$ cat config.mk
export PLATFORM = sky130hd
export DESIGN_NAME = dtc_timer
export DESIGN_NICKNAME = d
export VERILOG_FILES = /design/src/rtl/dtc_pkg.sv /design/src/rtl/dtc_timer.sv
export SDC_FILE = /design/constraint.sdc
export NUM_CORES = 1
export LEC_CHECK = 0
export ABC_AREA = 0
export CELL_PAD_IN_SITES_DETAIL_PLACEMENT = 1
export CELL_PAD_IN_SITES_GLOBAL_PLACEMENT = 2
export CORE_ASPECT_RATIO = 1.5
export CORE_MARGIN = 2
export CORE_UTILIZATION = 38
export CTS_CLUSTER_DIAMETER = 100
export DETAILED_ROUTE_END_ITERATION = 8
export DONT_BUFFER_PORTS = 1
export PLACE_DENSITY_LB_ADDON = 0.1
export SLEW_MARGIN = 15
export SYNTH_ARGS = -nofsm -noshare
export SYNTH_HDL_FRONTEND = slang
export SYNTH_SLANG_ARGS = --single-unit
$ cat constraint.sdc
create_clock -name clk_i -period 3.11 [get_ports clk_i]
set_clock_uncertainty 0.2 [all_clocks]
set_input_delay 0.622 -clock clk_i [delete_from_list [all_inputs] [get_ports clk_i]]
set_output_delay 0.622 -clock clk_i [all_outputs]
set_load 0.02 [all_outputs]
$ cat src/rtl/dtc_pkg.sv
// dual timer/counter package: register map, field positions, modes, carriers
// assumes a 32-bit classic wishbone bus with word-aligned registers
package dtc_pkg;

   // ----------------------------------------------------------------
   // register word addresses (byte address = index * 4)
   // ----------------------------------------------------------------
   localparam int unsigned ADR_W             = 6;
   localparam logic [5:0]  IDX_CONTROL       = 6'h00; // timer_control_status
   localparam logic [5:0]  IDX_MODE          = 6'h01; // timer_mode_select
   localparam logic [5:0]  IDX_LOW_ZERO      = 6'h02; // count_low_byte_zero
   localparam logic [5:0]  IDX_HIGH_ZERO     = 6'h03; // count_high_byte_zero
   localparam logic [5:0]  IDX_LOW_ONE       = 6'h04; // count_low_byte_one
   localparam logic [5:0]  IDX_HIGH_ONE      = 6'h05; // count_high_byte_one

   // ----------------------------------------------------------------
   // timer_control_status bit positions
   // ----------------------------------------------------------------
   localparam int unsigned B_OVF_ONE         = 7;
   localparam int unsigned B_RUN_ONE         = 6;
   localparam int unsigned B_OVF_ZERO        = 5;
   localparam int unsigned B_RUN_ZERO        = 4;
   localparam int unsigned B_EDGE_ONE        = 3;
   localparam int unsigned B_TYPE_ONE        = 2;
   localparam int unsigned B_EDGE_ZERO       = 1;
   localparam int unsigned B_TYPE_ZERO       = 0;

   // ----------------------------------------------------------------
   // timer_mode_select: upper nibble unit 1, lower nibble unit 0
   // ----------------------------------------------------------------
   localparam int unsigned MODE_NIB_ONE      = 4;
   localparam int unsigned MODE_NIB_ZERO     = 0;

   // ----------------------------------------------------------------
   // reset values and timing
   // ----------------------------------------------------------------
   localparam logic [7:0]  RST_CONTROL       = 8'h00;
   localparam logic [7:0]  RST_MODE          = 8'h00;
   localparam logic [7:0]  RST_COUNT         = 8'h00;
   localparam int unsigned CLKS_PER_MACHINE  = 12;

   typedef enum logic [1:0] {
      DTC_MODE_13,
      DTC_MODE_16,
      DTC_MODE_RELOAD,
      DTC_MODE_SPLIT
   } dtc_mode_t;

   // one unit's nibble of timer_mode_select
   typedef struct packed {
      logic      gate;
      logic      ctr;
      dtc_mode_t mode;
   } dtc_unit_cfg_t;

   // result of one counting step on a byte pair
   typedef struct packed {
      logic       ovf;
      logic [7:0] hi;
      logic [7:0] lo;
   } dtc_step_t;

endpackage

$ cat src/rtl/dtc_timer.sv
// dual 16-bit timer/counter with external interrupt edge flags, wishbone slave
// assumes pins are asynchronous to clk_i and service strobes are on clk_i
`timescale 1ns/1ns
`default_nettype none

module dtc_timer
   import dtc_pkg::*;
#(
   parameter int unsigned MACHINE_DIV = CLKS_PER_MACHINE
) (
   input  wire logic             clk_i,         // processor clock
   input  wire logic             rst_i,         // synchronous reset, active high
   input  wire logic             wb_cyc_i,      // bus cycle
   input  wire logic             wb_stb_i,      // strobe
   input  wire logic             wb_we_i,       // write enable
   input  wire logic [ADR_W+1:0] wb_adr_i,      // byte address
   input  wire logic [3:0]       wb_sel_i,      // byte lanes
   input  wire logic [31:0]      wb_dat_i,      // write data
   output logic      [31:0]      wb_dat_o,      // read data
   output logic                  wb_ack_o,      // acknowledge
   input  wire logic [1:0]       count_input_i, // external count inputs
   input  wire logic [1:0]       ext_pin_i,     // external interrupt / gate pins
   input  wire logic [1:0]       ovf_served_i,  // overflow interrupt serviced
   input  wire logic [1:0]       ext_served_i,  // pin interrupt serviced
   output logic      [1:0]       ovf_flag_o,    // overflow flags
   output logic      [1:0]       ext_req_o      // pin interrupt requests
);

   // ----------------------------------------------------------------
   // counting step shared by every byte pair
   // ----------------------------------------------------------------
   function automatic dtc_step_t step(input logic [7:0] lo,
                                      input logic [7:0] hi,
                                      input dtc_mode_t  m,
                                      input logic       inc);
      dtc_step_t r;
      r.ovf = 1'b0;
      r.hi  = hi;
      r.lo  = lo;
      unique case (m)
         DTC_MODE_13: begin
            if (inc) begin
               if (lo[4:0] == 5'h1F) begin
                  {r.ovf, r.hi} = {1'b0, hi} + 9'h001;
                  r.lo          = 8'h00;
               end else begin
                  r.lo = {3'h0, lo[4:0] + 5'h01};
               end
            end
            r.lo[7:5] = 3'h0;
         end
         DTC_MODE_16: begin
            if (inc) begin
               {r.ovf, r.hi, r.lo} = {1'b0, hi, lo} + 17'h00001;
            end
         end
         DTC_MODE_RELOAD: begin
            if (inc) begin
               if (lo == 8'hFF) begin
                  r.lo  = hi;
                  r.ovf = 1'b1;
               end else begin
                  r.lo = lo + 8'h01;
               end
            end
         end
         DTC_MODE_SPLIT: begin
            if (inc) begin
               {r.ovf, r.lo} = {1'b0, lo} + 9'h001;
            end
         end
      endcase
      return r;
   endfunction

   // only the 13- and 16-bit modes carry a step into the high byte; in the other modes a
   // software write to it must not be lost to a low byte step in that cycle
   function automatic logic moves_high(input dtc_mode_t m);
      return (m == DTC_MODE_13) || (m == DTC_MODE_16);
   endfunction

   // ----------------------------------------------------------------
   // state
   // ----------------------------------------------------------------
   logic [7:0]  control;
   logic [7:0]  mode_sel;
   logic [7:0]  cnt_lo [2];
   logic [7:0]  cnt_hi [2];
   logic [3:0]  pre;
   logic [1:0]  cnt_meta;
   logic [1:0]  cnt_sync;
   logic [1:0]  cnt_smp;
   logic [1:0]  pin_meta;
   logic [1:0]  pin_sync;
   logic [1:0]  pin_prev;

   logic [7:0]  next_control;
   logic [7:0]  next_mode_sel;
   logic [7:0]  next_lo [2];
   logic [7:0]  next_hi [2];
   logic [3:0]  next_pre;
   logic [1:0]  next_cnt_smp;
   logic [31:0] next_dat;
   logic        next_ack;
   logic [1:0]  next_ext_req;

   dtc_unit_cfg_t cfg [2];
   logic          tick;
   logic [1:0]    cnt_fall;
   logic [1:0]    pin_fall;
   logic [1:0]    run;
   logic [1:0]    unit_inc;
   logic          hi0_inc;
   dtc_step_t     res [2];
   dtc_step_t     res_hi0;
   logic          req;
   logic          wr;
   logic [5:0]    idx;

   assign cfg[0] = dtc_unit_cfg_t'(mode_sel[MODE_NIB_ZERO +: 4]);
   assign cfg[1] = dtc_unit_cfg_t'(mode_sel[MODE_NIB_ONE +: 4]);
   assign run    = {control[B_RUN_ONE], control[B_RUN_ZERO]};
   assign req    = wb_cyc_i & wb_stb_i & ~wb_ack_o;
   assign wr     = req & wb_we_i & wb_sel_i[0];
   assign idx    = wb_adr_i[ADR_W+1:2];

   // ----------------------------------------------------------------
   // machine cycle prescaler and edge detection
   // ----------------------------------------------------------------
   // the prescaler free-runs from reset, so the first step after a run bit
   // is set comes 1 to MACHINE_DIV clocks later; a run window is exact only
   // in whole machine cycles
   assign tick = (pre == 4'(MACHINE_DIV - 1));

   // count inputs are sampled once per machine cycle: a fall needs a high sample
   // then a low sample, so the source must hold each level a machine cycle
   assign cnt_fall = tick ? (cnt_smp & ~cnt_sync) : 2'b00;
   assign pin_fall = pin_prev & ~pin_sync;

   generate
      for (genvar u = 0; u < 2; u++) begin : g_unit
         // unit 1 in mode 3 halts; unit 0 mode 3 high byte borrows run 1
         assign unit_inc[u] = run[u]
                            & (~cfg[u].gate | pin_sync[u])
                            & (cfg[u].ctr ? cnt_fall[u] : tick)
                            & ~(u == 1 && cfg[u].mode == DTC_MODE_SPLIT);
         assign res[u] = step(cnt_lo[u], cnt_hi[u], cfg[u].mode, unit_inc[u]);
      end
   endgenerate

   // the split high byte is a plain timer: it ignores gate and counter-select,
   // and while it runs unit 1 can no longer raise overflow flag one
   assign hi0_inc = (cfg[0].mode == DTC_MODE_SPLIT) & run[1] & tick;
   assign res_hi0 = step(cnt_hi[0], 8'h00, DTC_MODE_SPLIT, hi0_inc);

   // ----------------------------------------------------------------
   // next state
   // ----------------------------------------------------------------
   always_comb begin
      next_pre      = tick ? 4'h0 : pre + 4'h1;
      next_cnt_smp  = tick ? cnt_sync : cnt_smp;
      next_control  = control;
      next_mode_sel = mode_sel;
      next_lo       = cnt_lo;
      next_hi       = cnt_hi;
      next_ack      = req;
      next_dat      = 32'h0000_0000;

      // software access; hardware sets below take priority over clears
      if (wr) begin
         unique case (idx)
            IDX_CONTROL:   next_control  = wb_dat_i[7:0];
            IDX_MODE:      next_mode_sel = wb_dat_i[7:0];
            IDX_LOW_ZERO:  next_lo[0]    = wb_dat_i[7:0];
            IDX_HIGH_ZERO: next_hi[0]    = wb_dat_i[7:0];
            IDX_LOW_ONE:   next_lo[1]    = wb_dat_i[7:0];
            IDX_HIGH_ONE:  next_hi[1]    = wb_dat_i[7:0];
            default:       next_dat      = 32'h0000_0000;
         endcase
      end else if (req) begin
         unique case (idx)
            IDX_CONTROL:   next_dat = {24'h00_0000, control};
            IDX_MODE:      next_dat = {24'h00_0000, mode_sel};
            IDX_LOW_ZERO:  next_dat = {24'h00_0000, cnt_lo[0]};
            IDX_HIGH_ZERO: next_dat = {24'h00_0000, cnt_hi[0]};
            IDX_LOW_ONE:   next_dat = {24'h00_0000, cnt_lo[1]};
            IDX_HIGH_ONE:  next_dat = {24'h00_0000, cnt_hi[1]};
            default:       next_dat = 32'h0000_0000;
         endcase
      end

      // service clears
      if (ovf_served_i[0]) next_control[B_OVF_ZERO]  = 1'b0;
      if (ovf_served_i[1]) next_control[B_OVF_ONE]   = 1'b0;
      if (ext_served_i[0]) next_control[B_EDGE_ZERO] = 1'b0;
      if (ext_served_i[1]) next_control[B_EDGE_ONE]  = 1'b0;

      // a hardware count step beats a software write to the same byte
      if (unit_inc[0]) begin
         next_lo[0] = res[0].lo;
         if (moves_high(cfg[0].mode)) next_hi[0] = res[0].hi;
      end
      if (hi0_inc) begin
         next_hi[0] = res_hi0.lo;
      end
      if (unit_inc[1]) begin
         next_lo[1] = res[1].lo;
         if (moves_high(cfg[1].mode)) next_hi[1] = res[1].hi;
      end
      if (cfg[0].mode == DTC_MODE_13 && !unit_inc[0]) begin
         next_lo[0][7:5] = 3'h0;
      end
      if (cfg[1].mode == DTC_MODE_13 && !unit_inc[1]) begin
         next_lo[1][7:5] = 3'h0;
      end

      // hardware sets win over any clear in the same cycle
      if (res[0].ovf) next_control[B_OVF_ZERO] = 1'b1;
      if (cfg[0].mode == DTC_MODE_SPLIT) begin
         if (res_hi0.ovf) next_control[B_OVF_ONE] = 1'b1;
      end else if (res[1].ovf) begin
         next_control[B_OVF_ONE] = 1'b1;
      end
      if (pin_fall[0] && control[B_TYPE_ZERO]) begin
         next_control[B_EDGE_ZERO] = 1'b1;
      end
      if (pin_fall[1] && control[B_TYPE_ONE]) begin
         next_control[B_EDGE_ONE] = 1'b1;
      end

      // edge type raises the flag, level type asks while the pin is low
      next_ext_req[0] = next_control[B_TYPE_ZERO] ? next_control[B_EDGE_ZERO]
                                                  : ~pin_sync[0];
      next_ext_req[1] = next_control[B_TYPE_ONE]  ? next_control[B_EDGE_ONE]
                                                  : ~pin_sync[1];
   end

   // ----------------------------------------------------------------
   // registers
   // ----------------------------------------------------------------
   always_ff @(posedge clk_i) begin
      if (rst_i) begin
         control    <= RST_CONTROL;
         mode_sel   <= RST_MODE;
         cnt_lo[0]  <= RST_COUNT;
         cnt_lo[1]  <= RST_COUNT;
         cnt_hi[0]  <= RST_COUNT;
         cnt_hi[1]  <= RST_COUNT;
         pre        <= 4'h0;
         cnt_meta   <= 2'b11;
         cnt_sync   <= 2'b11;
         cnt_smp    <= 2'b11;
         pin_meta   <= 2'b11;
         pin_sync   <= 2'b11;
         pin_prev   <= 2'b11;
         wb_ack_o   <= 1'b0;
         wb_dat_o   <= 32'h0000_0000;
         ovf_flag_o <= 2'b00;
         ext_req_o  <= 2'b00;
      end else begin
         control    <= next_control;
         mode_sel   <= next_mode_sel;
         cnt_lo     <= next_lo;
         cnt_hi     <= next_hi;
         pre        <= next_pre;
         cnt_meta   <= count_input_i;
         cnt_sync   <= cnt_meta;
         cnt_smp    <= next_cnt_smp;
         pin_meta   <= ext_pin_i;
         pin_sync   <= pin_meta;
         pin_prev   <= pin_sync;
         wb_ack_o   <= next_ack;
         wb_dat_o   <= next_dat;
         ovf_flag_o <= {next_control[B_OVF_ONE], next_control[B_OVF_ZERO]};
         ext_req_o  <= next_ext_req;
      end
   end

endmodule // dtc_timer

`default_nettype wire

==> PnR_summary.wiki, run 1 <==
{| class="wikitable"
! Metric !! Value
|-
| Outcome || complete, no violations
|-
| Height of the die || 143.7 um
|-
| Share of layout cells above drive strength 1 || 0.1304
|-
| Total global routing overflow || 0
|-
| Number of synthesized flops with an enable pin || 0
|-
| Via count of the first global-routing pass || 4567
|-
| HPWL after detailed placement || 13100 um
|-
| IO Pins || 94
|-
| Clock Root Buffer || clkbuf_16
|-
| GR Util All Layers || 0.2533
|-
| Met3 routed WL || 668 um
|-
| Global-route wire length before repair || 27040 um
|-
| Post-cts hold buffer count || 0
|-
| PortBufs || 0
|-
| Setup crit start kind || flip-flop
|-
| Clock period minus worst slack || 2.642 ns
|-
| Commonest cells after routing, fill and taps aside || dfxtp_1 (75), nor2_1 (65), a21oi_1 (39), nand2_1 (31), mux2i_1 (28)
|-
| Worst path arrival time || 2.72 ns
|-
| Comb power frac || 0.034
|-
| Worst hold path class || in -> reg
|-
| Design area || 0.005301 mm^2
|-
| M1 WL || 6849 um
|-
| # rows || 51
|-
| Clock power share || 0.508
|-
| Ratio of final minimum period to clock period || 0.8495
|-
| Fmax || 378.5 MHz
|-
| Clock tree from TritonCTS || yes
|-
| Worst Path Buf+Inv || 0
|-
| Clock Path Buffers || 2
|-
| Crit Path Max Fanout || 13
|-
| Fraction of power spent switching nets || 0.2360
|-
| DR vias/cell || 6.213
|-
| Inserted Clock Buffers || 9
|-
| Detailed-route wire length || 17870 um
|-
| Count of instances resized after the clock tree is built || 0
|-
| Number of vias in the routed layout || 4560
|-
| Initial Utilization || 0.3856
|-
| Setup-violating endpoint count in the final report || 0
|-
| NetSw || 508.8 uW
|-
| Kind of critical path || reg -> reg
|-
| Number of remaining DRC errors || 0
|-
| RSZ-0062 raised after global routing || false
|-
| Lkg Pwr || 0.001773 uW
|-
| Power per Cell Area || 406.6 mW/mm^2
|-
| Highest metal layer with signal wires || met4
|-
| Initial DRT Pass Iterations || 5
|-
| Portion of the post-synthesis area used by sequential elements || 0.3036
|-
| Worst VDD drop || 0.2913 mV
|-
| Floorplan Core Area || 0.01283 mm^2
|-
| Width of the chip || 97.15 um
|-
| Worst slack at placement || 0.3513 ns
|-
| Library cells used by synthesis || 81
|-
| Synthesized instance count || 584
|-
| Clock edge transition at the registers on the reported setup and hold paths || 0.07 ns
|-
| Final hold violations || 0
|-
| Final ANT Viol Nets || 0
|-
| Layout Utilization || 0.4133
|-
| Initial antenna violation count || 0
|-
| Gate family responsible for the most delay along the worst path || compound AO/OA/AOI/OAI gates
|-
| Maximum level of the CTS H-tree || 3
|-
| Slew of the pin with the lowest slew margin || 0.9834 ns
|-
| Cell Chain, Critical Path || ha_1 -> and4b_1 -> o211ai_1 -> a21o_1 -> a2111oi_0 -> nor3_1 -> nor2_1
|-
| Diodes inserted || 0
|-
| Area of the die || 0.01396 mm^2
|-
| Fraction of power consumed by sequential logic || 0.458
|-
| Endpoint type of the worst setup path || flip-flop
|-
| Number of clock sinks || 75
|-
| Cell with the largest stage delay on the worst path || a2111oi_0
|-
| Average wire length per cell after detail routing || 24.34 um
|-
| Cell Int Power || 1647 uW
|-
| Later-pin clock latency in the skew report || 0.34 ns
|-
| DR iter-0 viols || 274
|-
| Mapped Area || 0.004946 mm^2
|-
| Async SR Flop Fraction || 0
|-
| Design Power || 2156 uW
|-
| Count of state elements after synthesis || 75
|-
| Relative max-transition margin || 0.3420
|-
| Met2 WL post-DR || 9562 um
|-
| Placer's final routability congestion estimate || 0.8853
|-
| Final worst-path setup slack || 0.4682 ns
|-
| Pin count of the biggest net entering global routing || 69
|-
| Sum of negative setup slack || 0 ns
|-
| Final layout net count || 634
|-
| DP Area || 0.004997 mm^2
|-
| Dominant synthesized flop cell || dfxtp_1
|-
| Total number of yosys warnings || 0
|-
| Most common cell after layout, fill and taps aside || dfxtp_1
|-
| Stage delay of the slowest cell on the critical path || 0.50 ns
|-
| Mean Syn Cell Area || 8.469 um^2
|-
| Number of max-capacitance violations reported || 0
|-
| WP data required || 3.19 ns
|-
| Setup Buffers After CTS || 0
|-
| Total count of max-transition violations in the final report || 0
|-
| Relative area change from synthesis to final layout || 7.184%
|}
-- worst paths after layout --
| kind | startpoint | cells after the start | end | slack, ns |
|---|---|---|---|---|
| worst min-delay path | rst_i | 1 | cnt_lo[11]$_SDFFE_PP0P_ | 0.16 |
| worst max-delay path | pre[0]$_SDFF_PP0_ | 7 | ovf_flag_o[1]$_SDFF_PP0_ | 0.47 |
| worst min register to register | pin_meta[0]$_SDFF_PP1_ | 1 | pin_sync[0]$_SDFF_PP1_ | 0.21 |
| worst max register to register | pre[0]$_SDFF_PP0_ | 7 | ovf_flag_o[1]$_SDFF_PP0_ | 0.47 |
-- final cells by class --
type	count	area, um^2
Timing Repair Buffer	16	120.1
Multi-Input combinational cell	458	3139
Sequential cell	75	1501
Inverter	10	37.54
Fill cell	1519	7525
Clock inverter	5	61.31
Tap cell	159	198.9
Clock buffer	11	242.7
-- cell families (layout without fill, tap and decap cells) --
kind of cell    Yosys count  after routing  synth area share
xor+xnor                 15             15           0.02656
buf+inv                  74             42           0.07918
flops                    75             75            0.3036
simple gates            204            204            0.2214
other cells               1             24         0.0007582
fa+ha+maj                 7              7           0.01771
mux                      45             45            0.1143
compound gates          163            163            0.2365
-- metal layers --
layer	up-vias	global-route usage
li1	2108	-
met1	2283	0.2867
met2	126	0.4645
met3	43	0.03307
met4	0	0.1297
met5	-	0
-- synth_stat cells (6+ instances only) --
cell,n,area [um^2]
ha_1,7,87.58
nand4_1,8,50.05
dfxtp_1,75,1501
clkbuf_1,30,112.6
nor2_1,65,244.0
o21a_1,8,60.06
a222oi_1,9,90.09
nor3_1,18,90.09
xnor2_1,11,96.34
mux2_2,6,67.56
a21oi_1,39,195.2
a31oi_1,6,37.54
a221oi_1,8,70.07
o21ai_0,21,105.1
nand2_1,31,116.4
nand2b_1,6,37.54
a22o_1,6,52.55
a211oi_1,17,127.6
buf_4,27,202.7
nor2b_1,7,43.79
inv_1,9,33.78
nand3_1,14,70.07
or2_2,13,81.33
mux2i_1,28,280.3
mux4_2,8,180.2
and3_1,12,75.07
-- metrics by stage --
stage               hold slack, ns  std cells
floorplan                   0.1895        607
global placement            0.1926        718
detailed placement          0.1971        718
CTS                         0.1388        734
global route                0.1429        734
finish                      0.1567        734
-- power by group through the flow --
stage / Combinational [uW] / Clock (uW) / Sequential, uW
floorplan: 107 / 0 / 1000
global placement: 69.9 / 0 / 1010
detailed placement: 72.0 / 0 / 1010
CTS: 72.4 / 1120 / 987
global route: 78.7 / 1160 / 988
finish: 72.7 / 1100 / 987
-- sequential cells by signal, summed over array words and instances, names as in the netlist --
register and count:
ovf_flag_o 2, wb_dat_o 8, wb_ack_o 1, cnt_hi 16, control 6, cnt_meta 2, pin_sync 2, cnt_sync 2
cnt_lo 16, ext_req_o 2, pin_meta 2, cnt_smp 2, pin_prev 2, pre 4, mode_sel 8
Note: power is estimated with default switching activity, not from simulation.
==> inputs of run 2 (changes only) <==
--- a/config.mk
+++ b/config.mk
@@ -10,7 +10,7 @@
 export CELL_PAD_IN_SITES_GLOBAL_PLACEMENT = 2
 export CORE_ASPECT_RATIO = 1.5
 export CORE_MARGIN = 2
-export CORE_UTILIZATION = 38
+export CORE_UTILIZATION = 34
 export CTS_CLUSTER_DIAMETER = 100
 export DETAILED_ROUTE_END_ITERATION = 8
 export DONT_BUFFER_PORTS = 1
==> constraint.sdc (replaced) <==
create_clock -name clk_i -period 2.2 [get_ports clk_i]
set_clock_uncertainty 0.2 [all_clocks]
set_input_delay 0.44 -clock clk_i [delete_from_list [all_inputs] [get_ports clk_i]]
set_output_delay 0.44 -clock clk_i [all_outputs]
set_load 0.02 [all_outputs]
==> PnR_summary.wiki, run 2 (synthesized netlist as in run 1, its figures left out) <==
{| class="wikitable"
! Metric !! Value
|-
| Outcome || complete, no violations
|-
| Design area || 0.006465 mm^2
|-
| Endpoint type of the worst setup path || flip-flop
|-
| Sum of negative setup slack || 0 ns
|-
| Share of layout cells above drive strength 1 || 0.3265
|-
| Detailed-route wire length || 20230 um
|-
| Worst VDD drop || 0.3230 mV
|-
| WP data required || 2.29 ns
|-
| Ratio of final minimum period to clock period || 0.9721
|-
| Final worst-path setup slack || 0.06129 ns
|-
| Pin count of the biggest net entering global routing || 52
|-
| Crit Path Max Fanout || 8
|-
| Placer's final routability congestion estimate || 0.8675
|-
| Worst hold path class || in -> reg
|-
| Average wire length per cell after detail routing || 22.94 um
|-
| Lkg Pwr || 0.002358 uW
|-
| Clock edge transition at the registers on the reported setup and hold paths || 0.07 ns
|-
| Later-pin clock latency in the skew report || 0.35 ns
|-
| Largest registers || cnt_hi (16), cnt_lo (16)
|-
| Global-route wire length before repair || 29790 um
|-
| Via count of the first global-routing pass || 5174
|-
| RSZ-0062 raised after global routing || true
|-
| DP Area || 0.005854 mm^2
|-
| IO Pins || 94
|-
| Area of the die || 0.01555 mm^2
|-
| Final layout net count || 745
|-
| Commonest cells after routing, fill and taps aside || buf_4 (113), dfxtp_1 (68), nor2_1 (59), a21oi_1 (35), nand2_1 (30)
|-
| Number of max-capacitance violations reported || 0
|-
| Kind of critical path || reg -> reg
|-
| Inserted Clock Buffers || 9
|-
| DR vias/cell || 5.737
|-
| Total global routing overflow || 0
|-
| Relative area change from synthesis to final layout || 30.71%
|-
| Clock tree from TritonCTS || yes
|-
| Clock Path Buffers || 2
|-
| Worst slack at placement || -0.2308 ns
|-
| GR Util All Layers || 0.2631
|-
| Maximum level of the CTS H-tree || 3
|-
| Diodes inserted || 0
|-
| Clock Root Buffer || clkbuf_16
|-
| Initial DRT Pass Iterations || 4
|-
| Clock period minus worst slack || 2.139 ns
|-
| Number of vias in the routed layout || 5060
|-
| Initial antenna violation count || 0
|-
| Number of remaining DRC errors || 0
|-
| Setup crit start kind || flip-flop
|-
| Fillers || 1719
|-
| Layout Utilization || 0.4492
|-
| Width of the chip || 102.5 um
|-
| Final hold violations || 0
|-
| Most common cell after layout, fill and taps aside || buf_4
|-
| Final ANT Viol Nets || 0
|-
| Fmax || 467.6 MHz
|-
| Total count of max-transition violations in the final report || 0
|-
| Power per Cell Area || 467.4 mW/mm^2
|-
| HPWL after detailed placement || 14930 um
|-
| Worst path arrival time || 2.23 ns
|-
| # rows || 54
|-
| PortBufs || 0
|-
| Number of clock sinks || 75
|-
| DR iter-0 viols || 173
|-
| Floorplan Core Area || 0.01439 mm^2
|-
| Setup-violating endpoint count in the final report || 0
|-
| Reg-to-reg slack, setup || 0.06 ns
|-
| Initial Utilization || 0.3437
|-
| Height of the die || 151.7 um
|}
run 2: cell types whose count changed in the layout (fill, tap and decap cells not counted), sizes merged:
cell         change
buf            +103
dlygate4sd3      +7
inv              +2
bufinv           -1
clkbuf           -1
clkinvlp         +1
run 2: area by class of cell:
class	instances	area (um^2)	share of cell area
Clock buffer	9	225.2	0.03484
Clock inverter	7	58.81	0.009096
Inverter	10	37.54	0.005806
Multi-Input combinational cell	458	3361	0.5198
Sequential cell	75	1510	0.2336
Tap cell	196	245.2	0.03793
Timing Repair Buffer	127	1027	0.1589
run 2: where the power goes:
part	switching [uW]	leakage, uW	internal [uW]
clock	679	0.000127	780
sequential	21.8	0.000610	1380
combinational	99.2	0.00162	66.0
total	800	0.00236	2220
run 2: critical path, stage by stage, from the launching register on:
cell     delay, ns
dfxtp_2       0.34
ha_4          0.17
and4b_2       0.26
buf_4         0.15
and3_2        0.28
buf_4         0.18
a22o_1        0.22
a21o_1        0.16
a21oi_2       0.12
run 2: metal layers:
layer | up-vias | track usage | wire [um]
li1 | 2341 | - | -
met1 | 2541 | 0.2589 | 7238
met2 | 126 | 0.4905 | 10990
met3 | 52 | 0.05505 | 823
met4 | 0 | 0.1613 | 1183
met5 | - | 0 | 0
run 2: worst paths after layout:
| kind | start | to | cells past startpoint |
|---|---|---|---|
| max reg2reg | pre[1]$_SDFF_PP0_ | cnt_hi[8]$_SDFFE_PP0P_ | 8 |
| min | wb_dat_i[2] | mode_sel[2]$_SDFFE_PP0P_ | 2 |
| max | pre[1]$_SDFF_PP0_ | cnt_hi[8]$_SDFFE_PP0P_ | 8 |
| min reg2reg | cnt_meta[1]$_SDFF_PP1_ | cnt_sync[1]$_SDFF_PP1_ | 1 |
run 2: stage by stage:
step | hold WS, ns | total power, uW | std cells
global route | 0.04935 | 3130 | 882
CTS | 0.02746 | 3044 | 879
finish | 0.02772 | 3022 | 882
detailed placement | 0.1944 | 1540 | 854
floorplan | 0.1895 | 1567 | 607
global placement | 0.1917 | 1536 | 854
run 2: timing repair:
item | in CTS | in global routing
hold buffers | 8 | 0
hold endpoints to repair | 55 | 0
gates cloned | 0 | 1
pin swaps | 1 | 12
resized for setup | 19 | 38
buffers inserted | 1 | 2
endpoints found under the setup margin | 18 | 32
